## config.mk

```make
export PLATFORM = sky130hd
export DESIGN_NAME = flash_program_erase_lock
export DESIGN_NICKNAME = d
export VERILOG_FILES = /design/src/logic/flash_lock_pkg.sv /design/src/logic/flash_key_if.sv /design/src/logic/flash_key_lock.sv /design/src/logic/flash_program_erase_lock.sv
export SDC_FILE = /design/constraint.sdc
export NUM_CORES = 1
export LEC_CHECK = 0
export ABC_CLOCK_PERIOD_IN_PS = 1500
export BUFFER_PORTS_ARGS = -buffer_cell sky130_fd_sc_hd__buf_2
export CORE_UTILIZATION = 44
export CTS_BUF_LIST = sky130_fd_sc_hd__clkbuf_8
export CTS_CLUSTER_DIAMETER = 120
export DETAILED_ROUTE_END_ITERATION = 8
export PLACE_DENSITY_LB_ADDON = 0.08
export SLEW_MARGIN = 40
export SYNTH_ARGS = -nofsm -noshare
export SYNTH_HDL_FRONTEND = slang
export SYNTH_SLANG_ARGS = --single-unit
```

## constraint.sdc

```tcl
create_clock -name core_clk -period 1.5 [get_ports core_clk]
set_input_delay 0.225 -clock core_clk [delete_from_list [all_inputs] [get_ports core_clk]]
set_output_delay 0.225 -clock core_clk [all_outputs]
set_load 0.02 [all_outputs]
```

## src/logic/flash_lock_pkg.sv

```systemverilog
// Constants and types for the flash program/erase lock block.
// Assumes an 8-bit special-register port and a 16-bit data-move port.
package flash_lock_pkg;
  localparam logic [7:0] CTRL_ADDR = 8'h8F;
  localparam logic [7:0] KEY_ADDR = 8'hB7;
  localparam logic [7:0] KEY_FIRST = 8'hA5;
  localparam logic [7:0] KEY_SECOND = 8'hF1;
  localparam logic [7:0] CTRL_RESET = 8'h00;
  localparam logic [7:0] KEY_RESET = 8'h00;
  localparam logic [7:0] READ_IDLE = 8'h00;
  localparam logic [7:0] ERASE_FILL = 8'hFF;
  localparam int PWE_BIT = 0;
  localparam int PEE_BIT = 1;
  localparam int ADDR_WIDTH = 16;
  localparam int PAGE_BITS = 9;

  typedef enum logic [1:0] {
    LOCK_LOCKED = 2'b00,
    LOCK_FIRST = 2'b01,
    LOCK_OPEN = 2'b10,
    LOCK_DEAD = 2'b11
  } lock_state_type;
endpackage

```

## src/logic/flash_key_if.sv

```systemverilog
// Link between the register front end and the key lock machine.
// Assumes both ends run on the same clock.
`timescale 1ns/10ps
interface flash_key_if;
  import flash_lock_pkg::*;
  logic key_wr;
  logic [7:0] key_data;
  logic op_attempt;
  logic op_done;
  logic busy;
  lock_state_type state;
  modport ctrl(output key_wr, output key_data, output op_attempt,
               output op_done, input busy, input state);
  modport lock(input key_wr, input key_data, input op_attempt,
               input op_done, output busy, output state);
endinterface

```

## src/logic/flash_key_lock.sv

```systemverilog
// Four-state key lock that opens flash for one write or erase.
// Assumes op_done pulses once when the flash array finishes an operation.
`timescale 1ns/10ps
module flash_key_lock (
  input wire logic core_clk,
  input wire logic rstn,
  flash_key_if.lock kif
);
  import flash_lock_pkg::*;

  lock_state_type state_q, state_d;
  logic busy_q, busy_d;

  assign kif.state = state_q;
  assign kif.busy = busy_q;

  always_comb begin
    state_d = state_q;
    busy_d = busy_q;
    if (busy_q && kif.op_done) begin
      state_d = LOCK_LOCKED;
      busy_d = 1'b0;
    end
    if (kif.op_attempt) begin
      if (state_q == LOCK_OPEN && !busy_q) begin
        busy_d = 1'b1;
      end else begin
        state_d = LOCK_DEAD;
        busy_d = 1'b0;
      end
    end else if (kif.key_wr) begin
      case (state_q)
        LOCK_LOCKED: begin
          if (kif.key_data == KEY_FIRST) begin
            state_d = LOCK_FIRST;
          end else begin
            state_d = LOCK_DEAD;
          end
        end
        LOCK_FIRST: begin
          if (kif.key_data == KEY_SECOND) begin
            state_d = LOCK_OPEN;
          end else begin
            state_d = LOCK_DEAD;
          end
        end
        LOCK_OPEN: state_d = LOCK_DEAD;
        LOCK_DEAD: state_d = LOCK_DEAD;
        default: state_d = LOCK_DEAD;
      endcase
    end
    if (state_q == LOCK_DEAD) begin
      state_d = LOCK_DEAD;
      busy_d = 1'b0;
    end
  end

  always_ff @(posedge core_clk or negedge rstn) begin
    if (!rstn) begin
      state_q <= LOCK_LOCKED;
      busy_q <= 1'b0;
    end else begin
      state_q <= state_d;
      busy_q <= busy_d;
    end
  end

  AST_DEAD_STICKS: assert property (
    @(posedge core_clk) disable iff (!rstn)
    state_q == LOCK_DEAD |=> state_q == LOCK_DEAD [*3])
    else $error("Permanent lock was left before reset.");

  AST_BAD_FIRST: assert property (
    @(posedge core_clk) disable iff (!rstn)
    state_q == LOCK_LOCKED && kif.key_wr && !kif.op_attempt &&
    kif.key_data != KEY_FIRST |=> state_q == LOCK_DEAD)
    else $error("Wrong first key did not lock flash.");

  AST_UNLOCK: assert property (
    @(posedge core_clk) disable iff (!rstn)
    state_q == LOCK_LOCKED && kif.key_wr && !kif.op_attempt &&
    kif.key_data == KEY_FIRST ##1 kif.key_wr && !kif.op_attempt &&
    kif.key_data == KEY_SECOND |=> state_q == LOCK_OPEN)
    else $error("Correct key pair did not unlock flash.");

  AST_RELOCK: assert property (
    @(posedge core_clk) disable iff (!rstn)
    busy_q && kif.op_done && !kif.op_attempt && state_q != LOCK_DEAD
    |=> state_q == LOCK_LOCKED && !busy_q)
    else $error("Lock did not return after the operation finished.");

  AST_LOCKED_ATTEMPT: assert property (
    @(posedge core_clk) disable iff (!rstn)
    kif.op_attempt && (state_q != LOCK_OPEN || busy_q)
    |=> state_q == LOCK_DEAD)
    else $error("Attempt while locked did not force permanent lock.");
endmodule // flash_key_lock

```

## src/logic/flash_program_erase_lock.sv

```systemverilog
// Program-store control and key lock gating flash writes and page erases.
// Assumes the core, flash array and supply monitor share core_clk.
//
// Operation
// - Both enables set: a data-move write erases the addressed whole page.
// - Data byte of an erasing data-move write is ignored.
// - Erase enable bit 1 blocks erasure at 0, allows it at 1.
// - Write enable bit 0 at 1 routes data-move writes to flash programming.
// - Write enable at 0 means data-move writes never touch flash.
// - Only key 0xA5 then 0xF1 unlocks one flash operation.
// - After one write or erase completes the lock closes again.
// - A wrong key write locks flash permanently until reset.
// - A flash attempt while locked with the supply monitor armed also locks permanently until reset.
// - A first key other than 0xA5 deliberately locks flash.
// - Reading the key register returns lock state in bits 1-0.
// - State 00 means locked, 01 means first key accepted.
// - State 10 means unlocked, 11 means disabled until reset.
// - Erase fills the page with 0xFF; writes only clear bits.
// - Data-move reads always go to external data RAM.
// - Flash operation without supply monitor armed raises a flash error reset.
`timescale 1ns/10ps
module flash_program_erase_lock #(
  parameter int AW = flash_lock_pkg::ADDR_WIDTH,
  parameter int PAGE = flash_lock_pkg::PAGE_BITS
) (
  input wire logic core_clk,
  input wire logic rstn,
  input wire logic [7:0] sfr_addr,
  input wire logic sfr_wr,
  input wire logic [7:0] sfr_wdata,
  output logic [7:0] sfr_rdata,
  input wire logic xdata_wr,
  input wire logic xdata_rd,
  input wire logic [AW-1:0] xdata_addr,
  input wire logic [7:0] xdata_wdata,
  input wire logic supply_mon_en,
  input wire logic supply_mon_reset_src,
  input wire logic flash_done,
  output logic flash_write,
  output logic flash_erase,
  output logic [AW-1:0] flash_addr,
  output logic [7:0] flash_data,
  output logic external_data_ram_wr,
  output logic external_data_ram_rd,
  output logic [AW-1:0] external_data_ram_addr,
  output logic [7:0] external_data_ram_data,
  output logic flash_error_reset
);
  import flash_lock_pkg::*;

  flash_key_if kif ();

  flash_key_lock u_lock (
    .core_clk(core_clk),
    .rstn(rstn),
    .kif(kif)
  );

  logic program_write_enable_q, program_write_enable_d;
  logic page_erase_enable_q, page_erase_enable_d;
  logic [7:0] rdata_q, rdata_d;
  logic fwr_q, fwr_d, fer_q, fer_d, err_q, err_d;
  logic [AW-1:0] faddr_q, faddr_d, xaddr_q, xaddr_d;
  logic [7:0] fdata_q, fdata_d, xdata_q, xdata_d;
  logic xwr_q, xwr_d, xrd_q, xrd_d;
  logic flash_target, supply_ok, grant;

  // Only the two enables are stored; the reserved bits have no flops,
  // so a stray pattern there cannot change behaviour.
  always_comb begin
    program_write_enable_d = program_write_enable_q;
    page_erase_enable_d = page_erase_enable_q;
    if (sfr_wr && sfr_addr == CTRL_ADDR) begin
      program_write_enable_d = sfr_wdata[PWE_BIT];
      page_erase_enable_d = sfr_wdata[PEE_BIT];
    end
  end

  always_comb begin
    kif.key_wr = sfr_wr && sfr_addr == KEY_ADDR;
    kif.key_data = sfr_wdata;
    kif.op_done = flash_done;
    flash_target = xdata_wr && program_write_enable_q;
    supply_ok = supply_mon_en && supply_mon_reset_src;
    kif.op_attempt = flash_target && supply_ok;
    grant = kif.op_attempt && kif.state == LOCK_OPEN && !kif.busy;
  end

  always_comb begin
    fwr_d = 1'b0;
    fer_d = 1'b0;
    err_d = flash_target && !supply_ok;
    faddr_d = faddr_q;
    fdata_d = fdata_q;
    if (grant) begin
      if (page_erase_enable_q) begin
        fer_d = 1'b1;
        faddr_d = {xdata_addr[AW-1:PAGE], {PAGE{1'b0}}};
        fdata_d = ERASE_FILL;
      end else begin
        fwr_d = 1'b1;
        faddr_d = xdata_addr;
        fdata_d = xdata_wdata;
      end
    end
    xwr_d = xdata_wr && !program_write_enable_q;
    xrd_d = xdata_rd;
    xaddr_d = (xdata_wr || xdata_rd) ? xdata_addr : xaddr_q;
    xdata_d = xwr_d ? xdata_wdata : xdata_q;
  end

  always_comb begin
    case (sfr_addr)
      CTRL_ADDR: rdata_d = {6'h00, page_erase_enable_q,
                             program_write_enable_q};
      KEY_ADDR: rdata_d = {6'h00, kif.state};
      default: rdata_d = READ_IDLE;
    endcase
  end

  always_ff @(posedge core_clk or negedge rstn) begin
    if (!rstn) begin
      program_write_enable_q <= CTRL_RESET[PWE_BIT];
      page_erase_enable_q <= CTRL_RESET[PEE_BIT];
      rdata_q <= KEY_RESET;
      fwr_q <= 1'b0;
      fer_q <= 1'b0;
      err_q <= 1'b0;
      faddr_q <= '0;
      fdata_q <= ERASE_FILL;
      xwr_q <= 1'b0;
      xrd_q <= 1'b0;
      xaddr_q <= '0;
      xdata_q <= 8'h00;
    end else begin
      program_write_enable_q <= program_write_enable_d;
      page_erase_enable_q <= page_erase_enable_d;
      rdata_q <= rdata_d;
      fwr_q <= fwr_d;
      fer_q <= fer_d;
      err_q <= err_d;
      faddr_q <= faddr_d;
      fdata_q <= fdata_d;
      xwr_q <= xwr_d;
      xrd_q <= xrd_d;
      xaddr_q <= xaddr_d;
      xdata_q <= xdata_d;
    end
  end

  assign sfr_rdata = rdata_q;
  assign flash_write = fwr_q;
  assign flash_erase = fer_q;
  assign flash_addr = faddr_q;
  assign flash_data = fdata_q;
  assign external_data_ram_wr = xwr_q;
  assign external_data_ram_rd = xrd_q;
  assign external_data_ram_addr = xaddr_q;
  assign external_data_ram_data = xdata_q;
  assign flash_error_reset = err_q;

  AST_READ_STATE: assert property (
    @(posedge core_clk) disable iff (!rstn)
    sfr_addr == KEY_ADDR |=> sfr_rdata == {6'h00, $past(kif.state)})
    else $error("Key read did not return the lock state.");

  AST_ERASE: assert property (
    @(posedge core_clk) disable iff (!rstn)
    grant && page_erase_enable_q |=> flash_erase && !flash_write &&
    flash_addr[PAGE-1:0] == '0)
    else $error("Erase was not issued for the whole page.");

  AST_ERASE_DATA: assert property (
    @(posedge core_clk) disable iff (!rstn)
    flash_erase |-> flash_data == ERASE_FILL)
    else $error("Erase carried the data byte.");

  AST_WRITE: assert property (
    @(posedge core_clk) disable iff (!rstn)
    grant && !page_erase_enable_q |=> flash_write &&
    flash_addr == $past(xdata_addr) && flash_data == $past(xdata_wdata))
    else $error("Enabled data-move write did not program flash.");

  AST_NO_FLASH: assert property (
    @(posedge core_clk) disable iff (!rstn)
    xdata_wr && !program_write_enable_q |=> external_data_ram_wr &&
    !flash_write && !flash_erase)
    else $error("Data-move write reached flash with writes disabled.");

  AST_NO_ERASE: assert property (
    @(posedge core_clk) disable iff (!rstn)
    !page_erase_enable_q |=> !flash_erase)
    else $error("Erase issued with erase disabled.");

  AST_READ_EXTERNAL_DATA_RAM: assert property (
    @(posedge core_clk) disable iff (!rstn)
    xdata_rd |=> external_data_ram_rd &&
    external_data_ram_addr == $past(xdata_addr))
    else $error("Data-move read did not reach external RAM.");

  AST_SUPPLY: assert property (
    @(posedge core_clk) disable iff (!rstn)
    flash_target && !(supply_mon_en && supply_mon_reset_src)
    |=> flash_error_reset && !flash_write && !flash_erase)
    else $error("Unprotected flash attempt gave no error reset.");

  AST_READ_CTRL: assert property (
    @(posedge core_clk) disable iff (!rstn)
    sfr_addr == CTRL_ADDR |=> sfr_rdata == {6'h00,
    $past(page_erase_enable_q), $past(program_write_enable_q)})
    else $error("Control read did not return the enable bits.");

  AST_LOCKED_NO_OP: assert property (
    @(posedge core_clk) disable iff (!rstn)
    flash_target && (kif.state != LOCK_OPEN || kif.busy)
    |=> !flash_write && !flash_erase)
    else $error("Flash operation issued while locked.");

  // A new operation needs a done pulse and two key writes, so at least
  // three quiet cycles must follow every issued operation.
  AST_ONE_OP: assert property (
    @(posedge core_clk) disable iff (!rstn)
    flash_write || flash_erase |=> (!flash_write && !flash_erase) [*3])
    else $error("Second flash operation followed without a new key.");
endmodule // flash_program_erase_lock

```

==> metrics.txt, run 1 <==
failing checks=setup timing; Rel. slew slack=54.2%; DIE AREA=6100 um2; Fmax achieved=0.663 GHz; max-slew violations=0; Final min period=1.51 ns; Async SR Flop Fraction=100%; Synth Register Bits=60; CTS tree=yes; initial antenna violation count=0; startpoint class of the critical path=flop; worst endpoint required time=1.70 ns; Reg2Reg Capture Point=flash_addr[15]$_DFFE_PN0N_; final instance area=3390 um2; first-pass GRT wire length=8640 um; reg2reg setup slack=-0.008 ns; leading area contributor after synthesis=dfrtp_1; antenna-violating nets left=0; Slew @ Worst Pin=0.687 ns; CTS sink count=60; Hold Vio Cnt, Final=0; switching portion of total power=26.1%; clock slew at reported path FFs=0.06 ns; worst hold path startpoint=xdata_rd; Synth area leaders=dfrtp_1 51%, mux2_2 13%, dfstp_2 8.2%, nor2_1 3.1%, nand3b_1 2.7%; Post-Synthesis Cell Area=2550 um2; Max Buffers Root-to-Sink=2; Clock Tree Root=clkbuf_8; vias in the first global route=1815; CP peak stage delay=0.38 ns; # rows=27; # diodes=0; MaxCap Viol Count=0; Post-Syn Instances=204; Hold Path Class=in -> reg; number of fillers in the final layout=499; Synth Area per Inst=12.5 um2; Via Count=1908; logic gate share of total power=13.5%; R2R depth=6; Pwr Density=984 nW/um2; Yosys cell types=33; slowest cell on the critical path=dfrtp_1; DRC viols=0; Top FF cell, synth=dfrtp_1; hold path depth=1; register area share after synthesis=59.3%; Tot GR Track Use=18.7%; setup repair after global routing missed its margin=yes; clock share of power=33.9%; critical path type=reg -> reg; Worst Skew=0.00666 ns; Levels on crit path=6; worst-skew pair later-pin latency=0.32 ns; floorplan die height=78.1 um; Placed Area=3180 um2; TritonCTS Buffers=9; I/O Buffers=102; Die W=78.1 um; period utilization=101%; CP dominant cell by count=nor2b_4; GRT Residual Overflow=0; Final setup viols=3; pre-CTS setup slack=-0.0117 ns; leakage=1.75 nW; switching pwr=0.869 mW; placed cells=379; WHS=0.0455 ns; crit-path max FO=10; crit path cell chain=inv_1 -> ha_2 -> nor2b_4 -> nor2b_4 -> buf_12 -> mux2_2; yosys warns=0; R2R Path Start=u_lock.kif.state[0]$_DFF_PN0_; Starting DRT DRC Count=95; final core occ=61.2%; status=finished with violations; number of flops mapped to enable cells by yosys=0; # IOs=109; Area growth syn-to-layout=32.9%; final worst slack=-0.00842 ns; fin cells=398; WP buf/inv=2; Synth top area share=51.1%; Flop pwr share=52.6%; Int Pwr=2.46 mW; most common cell after layout, fill and taps aside=buf_2; largest net degree at the start of global routing=61; delay-heaviest family, CP=flip-flops; WP data arrival=1.71 ns; setup TNS=-0.0212 ns; Initial Utilization=46.0%; Post-Route WL=5390 um; CP endpoint kind=flop; share of layout cells above drive strength 1=53.7%; routability congestion estimate=0.761; leading cell types in the layout, fill and taps excluded=102 x buf_2, 52 x dfrtp_1, 29 x mux2_2; drt wl/cell=13.5 um; htree depth=3; core region area=5540 um2; peak supply drop=0.463 mV; number of vias per cell=4.79; total power=3.33 mW; Post-DP HPWL=3810 um; Hold Path Sink=external_data_ram_rd$_DFF_PN0_; drt pass-1 iters=4; final layout net count=372
-- routing by layer --
layer / up-vias / share of wire (%) / global-route usage [%]
met4: 0 / 1.3 / 8.15
met3: 8 / 5.0 / 4.53
met2: 72 / 49 / 30.0
li1: 914 / - / -
met5: - / 0 / 0
met1: 914 / 45 / 24.0
-- worst max path at each step --
stage	startpoint	to	slack, ns
finish	u_lock.kif.state[0]$_DFF_PN0_	flash_addr[15]$_DFFE_PN0N_	-0.008
global route	u_lock.kif.state[0]$_DFF_PN0_	flash_addr[15]$_DFFE_PN0N_	-0.1
CTS	u_lock.kif.state[0]$_DFF_PN0_	flash_addr[15]$_DFFE_PN0N_	-0.02
floorplan	u_lock.kif.state[0]$_DFF_PN0_	flash_addr[12]$_DFFE_PN0N_	-0.06
global placement	u_lock.kif.state[0]$_DFF_PN0_	flash_addr[10]$_DFFE_PN0N_	0.02
detailed placement	u_lock.kif.state[0]$_DFF_PN0_	flash_addr[15]$_DFFE_PN0N_	-0.01
-- Yosys cell counts (2+ instances only) --
cell type   n
dfrtp_1    52
mux2_2     30
nor2_1     21
inv_1      13
a21oi_1     9
nand3b_1    9
o21ai_0     9
dfstp_2     8
buf_4       7
nand2_1     7
buf_6       3
ha_1        3
mux2_4      3
o211ai_1    3
a22oi_1     2
and3b_1     2
and4b_1     2
buf_2       2
clkbuf_1    2
nand3_1     2
nor2b_1     2
nor3b_1     2
-- sequential cells by signal (all words and copies together), names as in the netlist --
name / cells
external_data_ram_rd: 1
page_erase_enable_q: 1
flash_erase: 1
external_data_ram_addr: 16
flash_data: 8
u_lock.kif.busy: 1
external_data_ram_data: 8
sfr_rdata: 2
program_write_enable_q: 1
external_data_ram_wr: 1
flash_addr: 16
flash_error_reset: 1
flash_write: 1
u_lock.kif.state: 2
-- repair_timing --
action,in CTS,in global routing
setup endpoints to repair,4,25
hold endpoints to repair,52,0
setup buffers,2,0
pin swaps,0,3
hold buffers,1,0
resized for setup,1,6
-- final cells by class --
cell class              instances  area, um2  share of cell area [%]
clock inverters                 7       30.0                   0.886
inverters                      13       48.8                    1.44
clock buffers                   9        124                    3.66
well taps                      72       90.1                    2.66
flip-flops and latches         60       1510                    44.6
repair buffers                116        659                    19.5
multi-input cells             121        925                    27.3
-- power by group through the flow --
stage	Clock [mW]	Combinational (mW)	Sequential, mW
after floorplan	0	0.142	1.88
after global placement	0	0.448	1.78
after detailed placement	0	0.452	1.78
after CTS	1.17	0.454	1.75
after global routing	1.25	0.490	1.76
final	1.13	0.450	1.75
-- kinds of logic after synthesis --
logic type | Yosys count | synth area share (%)
AND/OR/NAND/NOR | 54 | 11.9
other | 1 | 0.147
flip-flops | 60 | 59.3
AO/OA/AOI/OAI | 25 | 5.60
buffers and inverters | 28 | 6.58
multiplexers | 33 | 15.0
adder cells (fa/ha/maj) | 3 | 1.47
(Power assumes the default switching activity.)
==> inputs of run 2 (changes only) <==
--- a/config.mk
+++ b/config.mk
@@ -5,9 +5,9 @@
 export SDC_FILE = /design/constraint.sdc
 export NUM_CORES = 1
 export LEC_CHECK = 0
-export ABC_CLOCK_PERIOD_IN_PS = 1500
+export ABC_CLOCK_PERIOD_IN_PS = 1700
 export BUFFER_PORTS_ARGS = -buffer_cell sky130_fd_sc_hd__buf_2
-export CORE_UTILIZATION = 44
+export CORE_UTILIZATION = 50
 export CTS_BUF_LIST = sky130_fd_sc_hd__clkbuf_8
 export CTS_CLUSTER_DIAMETER = 120
 export DETAILED_ROUTE_END_ITERATION = 8
@@ -15,4 +15,5 @@
 export SLEW_MARGIN = 40
 export SYNTH_ARGS = -nofsm -noshare
 export SYNTH_HDL_FRONTEND = slang
+export SYNTH_HIERARCHICAL = 1
 export SYNTH_SLANG_ARGS = --single-unit
==> constraint.sdc (replaced) <==
create_clock -name core_clk -period 1.7 [get_ports core_clk]
set_input_delay 0.255 -clock core_clk [delete_from_list [all_inputs] [get_ports core_clk]]
set_output_delay 0.255 -clock core_clk [all_outputs]
set_load 0.02 [all_outputs]
==> run 2 against run 1 <==
  * The run now ends clean
  * Clock power up 19%
  * Fmax down 4.8%
  * Sequential share of layout area down 0.94 points
  * Critical path depth down 1
  * Synthesized cell count down 2.9%
  * Via count down 1.1%
  * Final cell count down 2.5%
  * Register-to-register slack better by 0.12 ns
  * Sequential cell count unchanged
  * Critical path type unchanged
  * Largest power group unchanged
  * Highest routed layer unchanged
==> metrics.txt, run 2 <==
max-slew violations=0 (unchanged); leakage=1.81 nW (+3.4%); share of layout cells above drive strength 1=56.0% (+2.3 points); antenna-violating nets left=0 (unchanged); final instance area=3460 um2 (+2.1%); Slew @ Worst Pin=0.773 ns (+0.0863 ns); CTS tree=yes; setup TNS=0 ns (+0.0212 ns); Synth top area share=49.1% (-2.0 points); critical path type=reg -> reg; htree depth=3 (unchanged); CP endpoint kind=flop; Area growth syn-to-layout=30.5%; DRC viols=0 (unchanged); Max Buffers Root-to-Sink=2 (unchanged); number of vias per cell=4.86 (+1.4%); final layout net count=364 (-2.2%); Synth Area per Inst=13.4 um2 (+7.2%); routability congestion estimate=0.773 (+1.6%); Starting DRT DRC Count=45 (-53%); Placed Area=3230 um2 (+1.6%); Synth Register Bits=60 (unchanged); Die W=74.8 um (-4.2%); CTS sink count=60 (unchanged); # IOs=109 (unchanged); drt pass-1 iters=4 (unchanged); MaxCap Viol Count=0 (unchanged); Async SR Flop Fraction=100% (unchanged); crit-path max FO=3 (-7); number of gates resized after CTS=0 (-1); leading cell types in the layout, fill and taps excluded=102 x buf_2, 52 x dfrtp_1, 32 x mux2_2; Post-Synthesis Cell Area=2650 um2 (+4.1%); clock slew at reported path FFs=0.06 ns (about the same); Rel. slew slack=48.5% (-5.8 points); floorplan die height=74.8 um (-4.2%); Post-Syn Instances=198 (-2.9%); WP data arrival=1.78 ns (+0.07 ns); Reg area=1510 um2 (unchanged); area of the multi-input gates=996 um2 (+7.7%); Synth area leaders=dfrtp_1 49%, mux2_2 14%, dfstp_2 7.9%, mux2_4 5.7%, mux2i_1 3.0%; # diodes=0 (unchanged); number of flops mapped to enable cells by yosys=0 (unchanged); TritonCTS Buffers=9 (unchanged); Top FF cell, synth=dfrtp_1; core region area=5110 um2 (-7.8%); vias in the first global route=1777 (-2.1%); Hold Path Class=in -> reg; Post-DP HPWL=3810 um (-0.22%); Final setup viols=0 (-3); Pwr Density=1060 nW/um2 (+7.5%); Clock Tree Root=clkbuf_8; leading area contributor after synthesis=dfrtp_1; Synth Area in Compound Gates=3.16% (-2.4 points); Via Count=1887 (-1.1%); startpoint class of the critical path=flop; Fmax achieved=0.631 GHz (-4.8%); peak supply drop=0.515 mV (+11%); initial antenna violation count=0 (unchanged); Tot GR Track Use=20.0% (+1.4 points); register area share after synthesis=57.0% (-2.3 points); number of fillers in the final layout=406 (-19%); most common cell after layout, fill and taps aside=buf_2; first-pass GRT wire length=8210 um (-4.9%); period utilization=93.2% (-7.3 points); Yosys cell types=37 (+12%); Hold Vio Cnt, Final=0 (unchanged); worst-skew pair later-pin latency=0.32 ns (about the same); Post-synth top cells=52 x dfrtp_1, 32 x mux2_2, 13 x inv_1, 13 x nor2_1; mux cell area share after synthesis=22.3% (+7.2 points); most common cell in the netlist=dfrtp_1; largest family of logic cells by synthesized area=multiplexers; largest net degree at the start of global routing=29 (-52%); # rows=26 (-3.7%); simple logic cell fraction of the synthesized area=9.86% (-2.0 points); final core occ=67.8% (+6.6 points); Initial Utilization=51.9% (+5.9 points); status=finished, final reports clean; GRT Residual Overflow=0 (unchanged); DIE AREA=5600 um2 (-8.2%); post-synthesis adder-cell area fraction=1.42% (-0.058 points); yosys warns=6 (+6); worst endpoint required time=1.89 ns (+0.19 ns); Post-Route WL=5320 um (-1.2%); setup repair after global routing missed its margin=no; post-synthesis xor/xnor area fraction=0% (unchanged); drt wl/cell=13.7 um (+1.4%); final worst slack=0.115 ns (+0.123 ns); I/O Buffers=102 (unchanged); pre-CTS setup slack=0.0982 ns (+0.110 ns); Final min period=1.59 ns (+0.0767 ns); Worst Skew=0.00779 ns (+0.00113 ns)
-- run 2: changes by cell type in the layout (fill, tap and decap cells not counted), sizes merged, moves of 2 or more --
cell    before  now
mux2        33   42
mux2i        0    8
nor2        22   14
nand3b       9    2
nor2b        3   10
o21ai        9    2
a21oi        9    5
buf        115  111
clkbuf       9   13
clkinv       3    0
o211ai       3    0
inv         17   15
nand3        2    0
-- run 2: through the flow --
stage               hold WS [ns]  power, mW  instances
floorplan                -0.0406       2.05        203
global placement           0.243       2.33        371
detailed placement         0.250       2.34        371
CTS                       0.0693       3.70        388
global route              0.0689       3.84        388
finish                    0.0879       3.66        388
-- run 2: critical path, stage by stage (launching register included) --
cell and delay (ns):
dfrtp_1 0.36, inv_1 0.05, ha_1 0.31, or4_1 0.51, a21oi_1 0.16, a32oi_1 0.07
-- run 2: area by class of cell --
| type | count | share of cell area, % |
|---|---|---|
| sequential | 60 | 43.7 |
| multi-input combinational | 117 | 28.8 |
| timing repair buffer | 112 | 17.4 |
| clock buffer | 13 | 5.17 |
| tap | 70 | 2.53 |
| inverter | 13 | 1.41 |
| clock inverter | 3 | 1.08 |
-- run 2: worst paths after layout --
kind | from | endpoint | slack (ns) | depth (start not counted)
min in group asynchronous | rstn | external_data_ram_addr[5]$_DFFE_PN0P_ | 0.43 | 2
min reg2reg | flash_data[5]$_DFFE_PN1P_ | flash_data[5]$_DFFE_PN1P_ | 0.47 | 2
max in group asynchronous | rstn | flash_data[0]$_DFFE_PN1P_ | 0.63 | 3
min | xdata_rd | external_data_ram_rd$_DFF_PN0_ | 0.09 | 1
max | u_lock/kif.state[0]$_DFF_PN0_ | u_lock/kif.state[0]$_DFF_PN0_ | 0.11 | 5
max reg2reg | u_lock/kif.state[0]$_DFF_PN0_ | u_lock/kif.state[0]$_DFF_PN0_ | 0.11 | 5
-- run 2: per-layer routing --
| layer | wire length (um) | track usage, % | share of wire (%) |
|---|---|---|---|
| met1 | 2490 | 26.6 | 47 |
| met2 | 2430 | 30.8 | 46 |
| met3 | 361 | 6.43 | 6.8 |
| met4 | 46 | 7.55 | 0.86 |
| met5 | 0 | 0 | 0 |
-- run 2: cells by family (layout without fill, tap and decap cells) --
kind of cell,Yosys count,in the layout
adder cells (fa/ha/maj),3,3
flip-flops,60,60
AO/OA/AOI/OAI,13,13
other,1,6
buffers and inverters,26,141
multiplexers,50,50
AND/OR/NAND/NOR,45,45
-- run 2: what timing repair did --
action	in CTS	in global routing
buffers inserted	0	0
hold buffers	1	0
setup endpoints to repair	0	0
endpoints found under the hold margin	18	0
-- run 2: report_power, final --
group          internal, mW  switching [mW]  total, mW
registers              1.55          0.0640       1.61
logic                 0.315           0.392      0.708
clock network         0.828           0.513       1.34
total                  2.69           0.969       3.66
==> inputs of run 3 (changes only) <==
--- a/config.mk
+++ b/config.mk
@@ -6,11 +6,11 @@
 export NUM_CORES = 1
 export LEC_CHECK = 0
 export ABC_CLOCK_PERIOD_IN_PS = 1700
-export BUFFER_PORTS_ARGS = -buffer_cell sky130_fd_sc_hd__buf_2
 export CORE_UTILIZATION = 50
 export CTS_BUF_LIST = sky130_fd_sc_hd__clkbuf_8
 export CTS_CLUSTER_DIAMETER = 120
 export DETAILED_ROUTE_END_ITERATION = 8
+export DONT_BUFFER_PORTS = 1
 export PLACE_DENSITY_LB_ADDON = 0.08
 export SLEW_MARGIN = 40
 export SYNTH_ARGS = -nofsm -noshare
==> run 3 against run 2 <==
  * Hold slack lost 0.063 ns
  * Clock skew grew 0.0018 ns
  * Power shrank 6.2%
  * Register-to-register slack lost 0.07 ns
  * Worst setup slack lost 0.075 ns
  * Wire length shrank 2.6%
  * Sequential cell count is the same
  * Critical path type unchanged
  * Largest power group unchanged
==> metrics.txt, run 3 (synthesis results as in run 2) <==
status=finished, final reports clean; initial antenna violation count=0 (unchanged); share of layout cells above drive strength 1=34.1% (-22 points); htree depth=3 (unchanged); Pwr Density=1170 nW/um2 (+10%); setup repair after global routing missed its margin=no; Final min period=1.66 ns (+0.0747 ns); max-slew violations=0 (unchanged); critical path type=reg -> reg; CTS tree=yes; clock slew at reported path FFs=0.06 ns (about the same); R2R depth=4 (-1); crit-path max FO=6 (+3); core region area=5110 um2 (unchanged); worst hold path startpoint=supply_mon_reset_src; peak supply drop=0.697 mV (+36%); routability congestion estimate=0.907 (+17%); reg2reg setup slack=0.04 ns (-0.07 ns); leading cell types in the layout, fill and taps excluded=51 x dfrtp_1, 32 x mux2_2, 16 x inv_1; I/O Buffers=0 (-100%); vias in the first global route=1651 (-7.1%); largest net degree at the start of global routing=61 (+110%); Die W=74.8 um (unchanged); antenna-violating nets left=0 (unchanged); WHS=0.0254 ns (-0.0625 ns); # rows=26 (unchanged); delay-heaviest family, CP=simple AND/OR/NAND/NOR gates; Via Count=1569 (-17%); CP peak stage delay=0.57 ns (+0.06 ns); Tot GR Track Use=19.3% (-0.76 points); Final setup viols=0 (unchanged); setup TNS=0 ns (unchanged); Slew @ Worst Pin=0.760 ns (-0.0130 ns); final instance area=2940 um2 (-15%); drt pass-1 iters=4 (unchanged); leakage=1.37 nW (-24%); Levels on crit path=4 (-1); Worst Skew=0.00959 ns (+0.00180 ns); area of the multi-input gates=996 um2 (unchanged); most common cell after layout, fill and taps aside=dfrtp_1; first-pass GRT wire length=7690 um (-6.3%); # IOs=109 (unchanged); CTS sink count=60 (unchanged); period utilization=97.6% (+4.4 points); TritonCTS Buffers=9 (unchanged); CP endpoint kind=flop; hold path depth=1 (unchanged); floorplan die height=74.8 um (unchanged); worst-skew pair later-pin latency=0.33 ns (about the same); Reg area=1510 um2 (about the same); R2R Path Start=u_lock/kif.state[1]$_DFF_PN0_; Max Buffers Root-to-Sink=2 (unchanged); slowest cell on the critical path=or4_1; Fmax achieved=0.602 GHz (-4.5%); GRT Residual Overflow=0 (unchanged); drt wl/cell=18.3 um (+33%); startpoint class of the critical path=flop; Initial Utilization=51.9% (unchanged); Hold Path Sink=flash_error_reset$_DFF_PN0_; number of vias per cell=5.52 (+14%); DIE AREA=5600 um2 (unchanged); worst endpoint required time=1.90 ns (about the same); Hold Path Class=in -> reg; crit path cell chain=ha_1 -> or4_1 -> a21oi_1 -> a32oi_1; Area growth syn-to-layout=10.8%; # diodes=0 (unchanged); Post-DP HPWL=3520 um (-7.5%); MaxCap Viol Count=0 (unchanged); Post-Route WL=5190 um (-2.6%); DRC viols=0 (unchanged); Worst Setup SP=u_lock/kif.state[1]$_DFF_PN0_; Hold Vio Cnt, Final=0 (unchanged); Placed Area=2690 um2 (-17%); WP buf/inv=0 (-1); number of fillers in the final layout=449 (+11%); Rel. slew slack=49.3% (+0.87 points); final layout net count=260 (-29%); Starting DRT DRC Count=63 (+40%); WP data arrival=1.86 ns (+0.08 ns); Clock Tree Root=clkbuf_8; Reg2Reg Capture Point=u_lock/kif.state[0]$_DFF_PN0_
-- run 3: changes by cell type in the layout (fill, tap and decap cells not counted), sizes merged --
cell / delta
dlygate4sd3: +1
clkinv: +1
buf: -105
inv: +1
clkbuf: -2
-- run 3: worst max-delay path by stage --
stage | endpoint | slack (ns)
after floorplan | u_lock/kif.state[0]$_DFF_PN0_ | 0.14
after global placement | u_lock/kif.state[0]$_DFF_PN0_ | 0.16
after detailed placement | u_lock/kif.state[0]$_DFF_PN0_ | 0.07
after CTS | u_lock/kif.state[0]$_DFF_PN0_ | 0.06
after global routing | u_lock/kif.state[0]$_DFF_PN0_ | 0.01
final | u_lock/kif.state[0]$_DFF_PN0_ | 0.04
-- run 3: repair_timing --
item	CTS	global route
setup endpoints to repair	0	1
hold endpoints to repair	61	0
gates resized for setup	0	1
buffers inserted	0	0
hold buffers	3	0
-- run 3: metal layers --
metal / share of wire [%] / up-vias / track usage [%] / wire length (um)
met5: 0 / - / 0 / 0
met2: 46 / 86 / 30.0 / 2400
met4: 1.9 / 0 / 10.1 / 97
met1: 39 / 786 / 21.6 / 2010
met3: 13 / 10 / 10.0 / 682
li1: - / 687 / - / -
-- run 3: through the flow --
| stage | instances | util, % | power, mW | setup slack, ns |
|---|---|---|---|---|
| floorplan | 203 | - | 2.05 | 0.141 |
| global placement | 265 | 52.7 | 2.12 | 0.159 |
| CTS | 284 | 57.5 | 3.48 | 0.0577 |
| global route | 284 | 57.6 | 3.61 | 0.0105 |
| detailed placement | 265 | 52.7 | 2.15 | 0.0721 |
| finish | 284 | 57.6 | 3.43 | 0.0402 |
-- run 3: cell type report --
cell class,count,area share (%)
Sequential cell,60,51.4
Multi-Input combinational cell,117,33.9
Clock buffer,11,5.15
Timing Repair Buffer,8,3.32
Tap cell,70,2.98
Inverter,13,1.66
Clock inverter,5,1.57
-- run 3: power by group --
part	total (mW)	switching, mW	leakage (nW)	internal [mW]
Clock	1.26	0.520	0.113	0.739
Sequential	1.75	0.201	0.742	1.55
Combinational	0.423	0.217	0.518	0.206
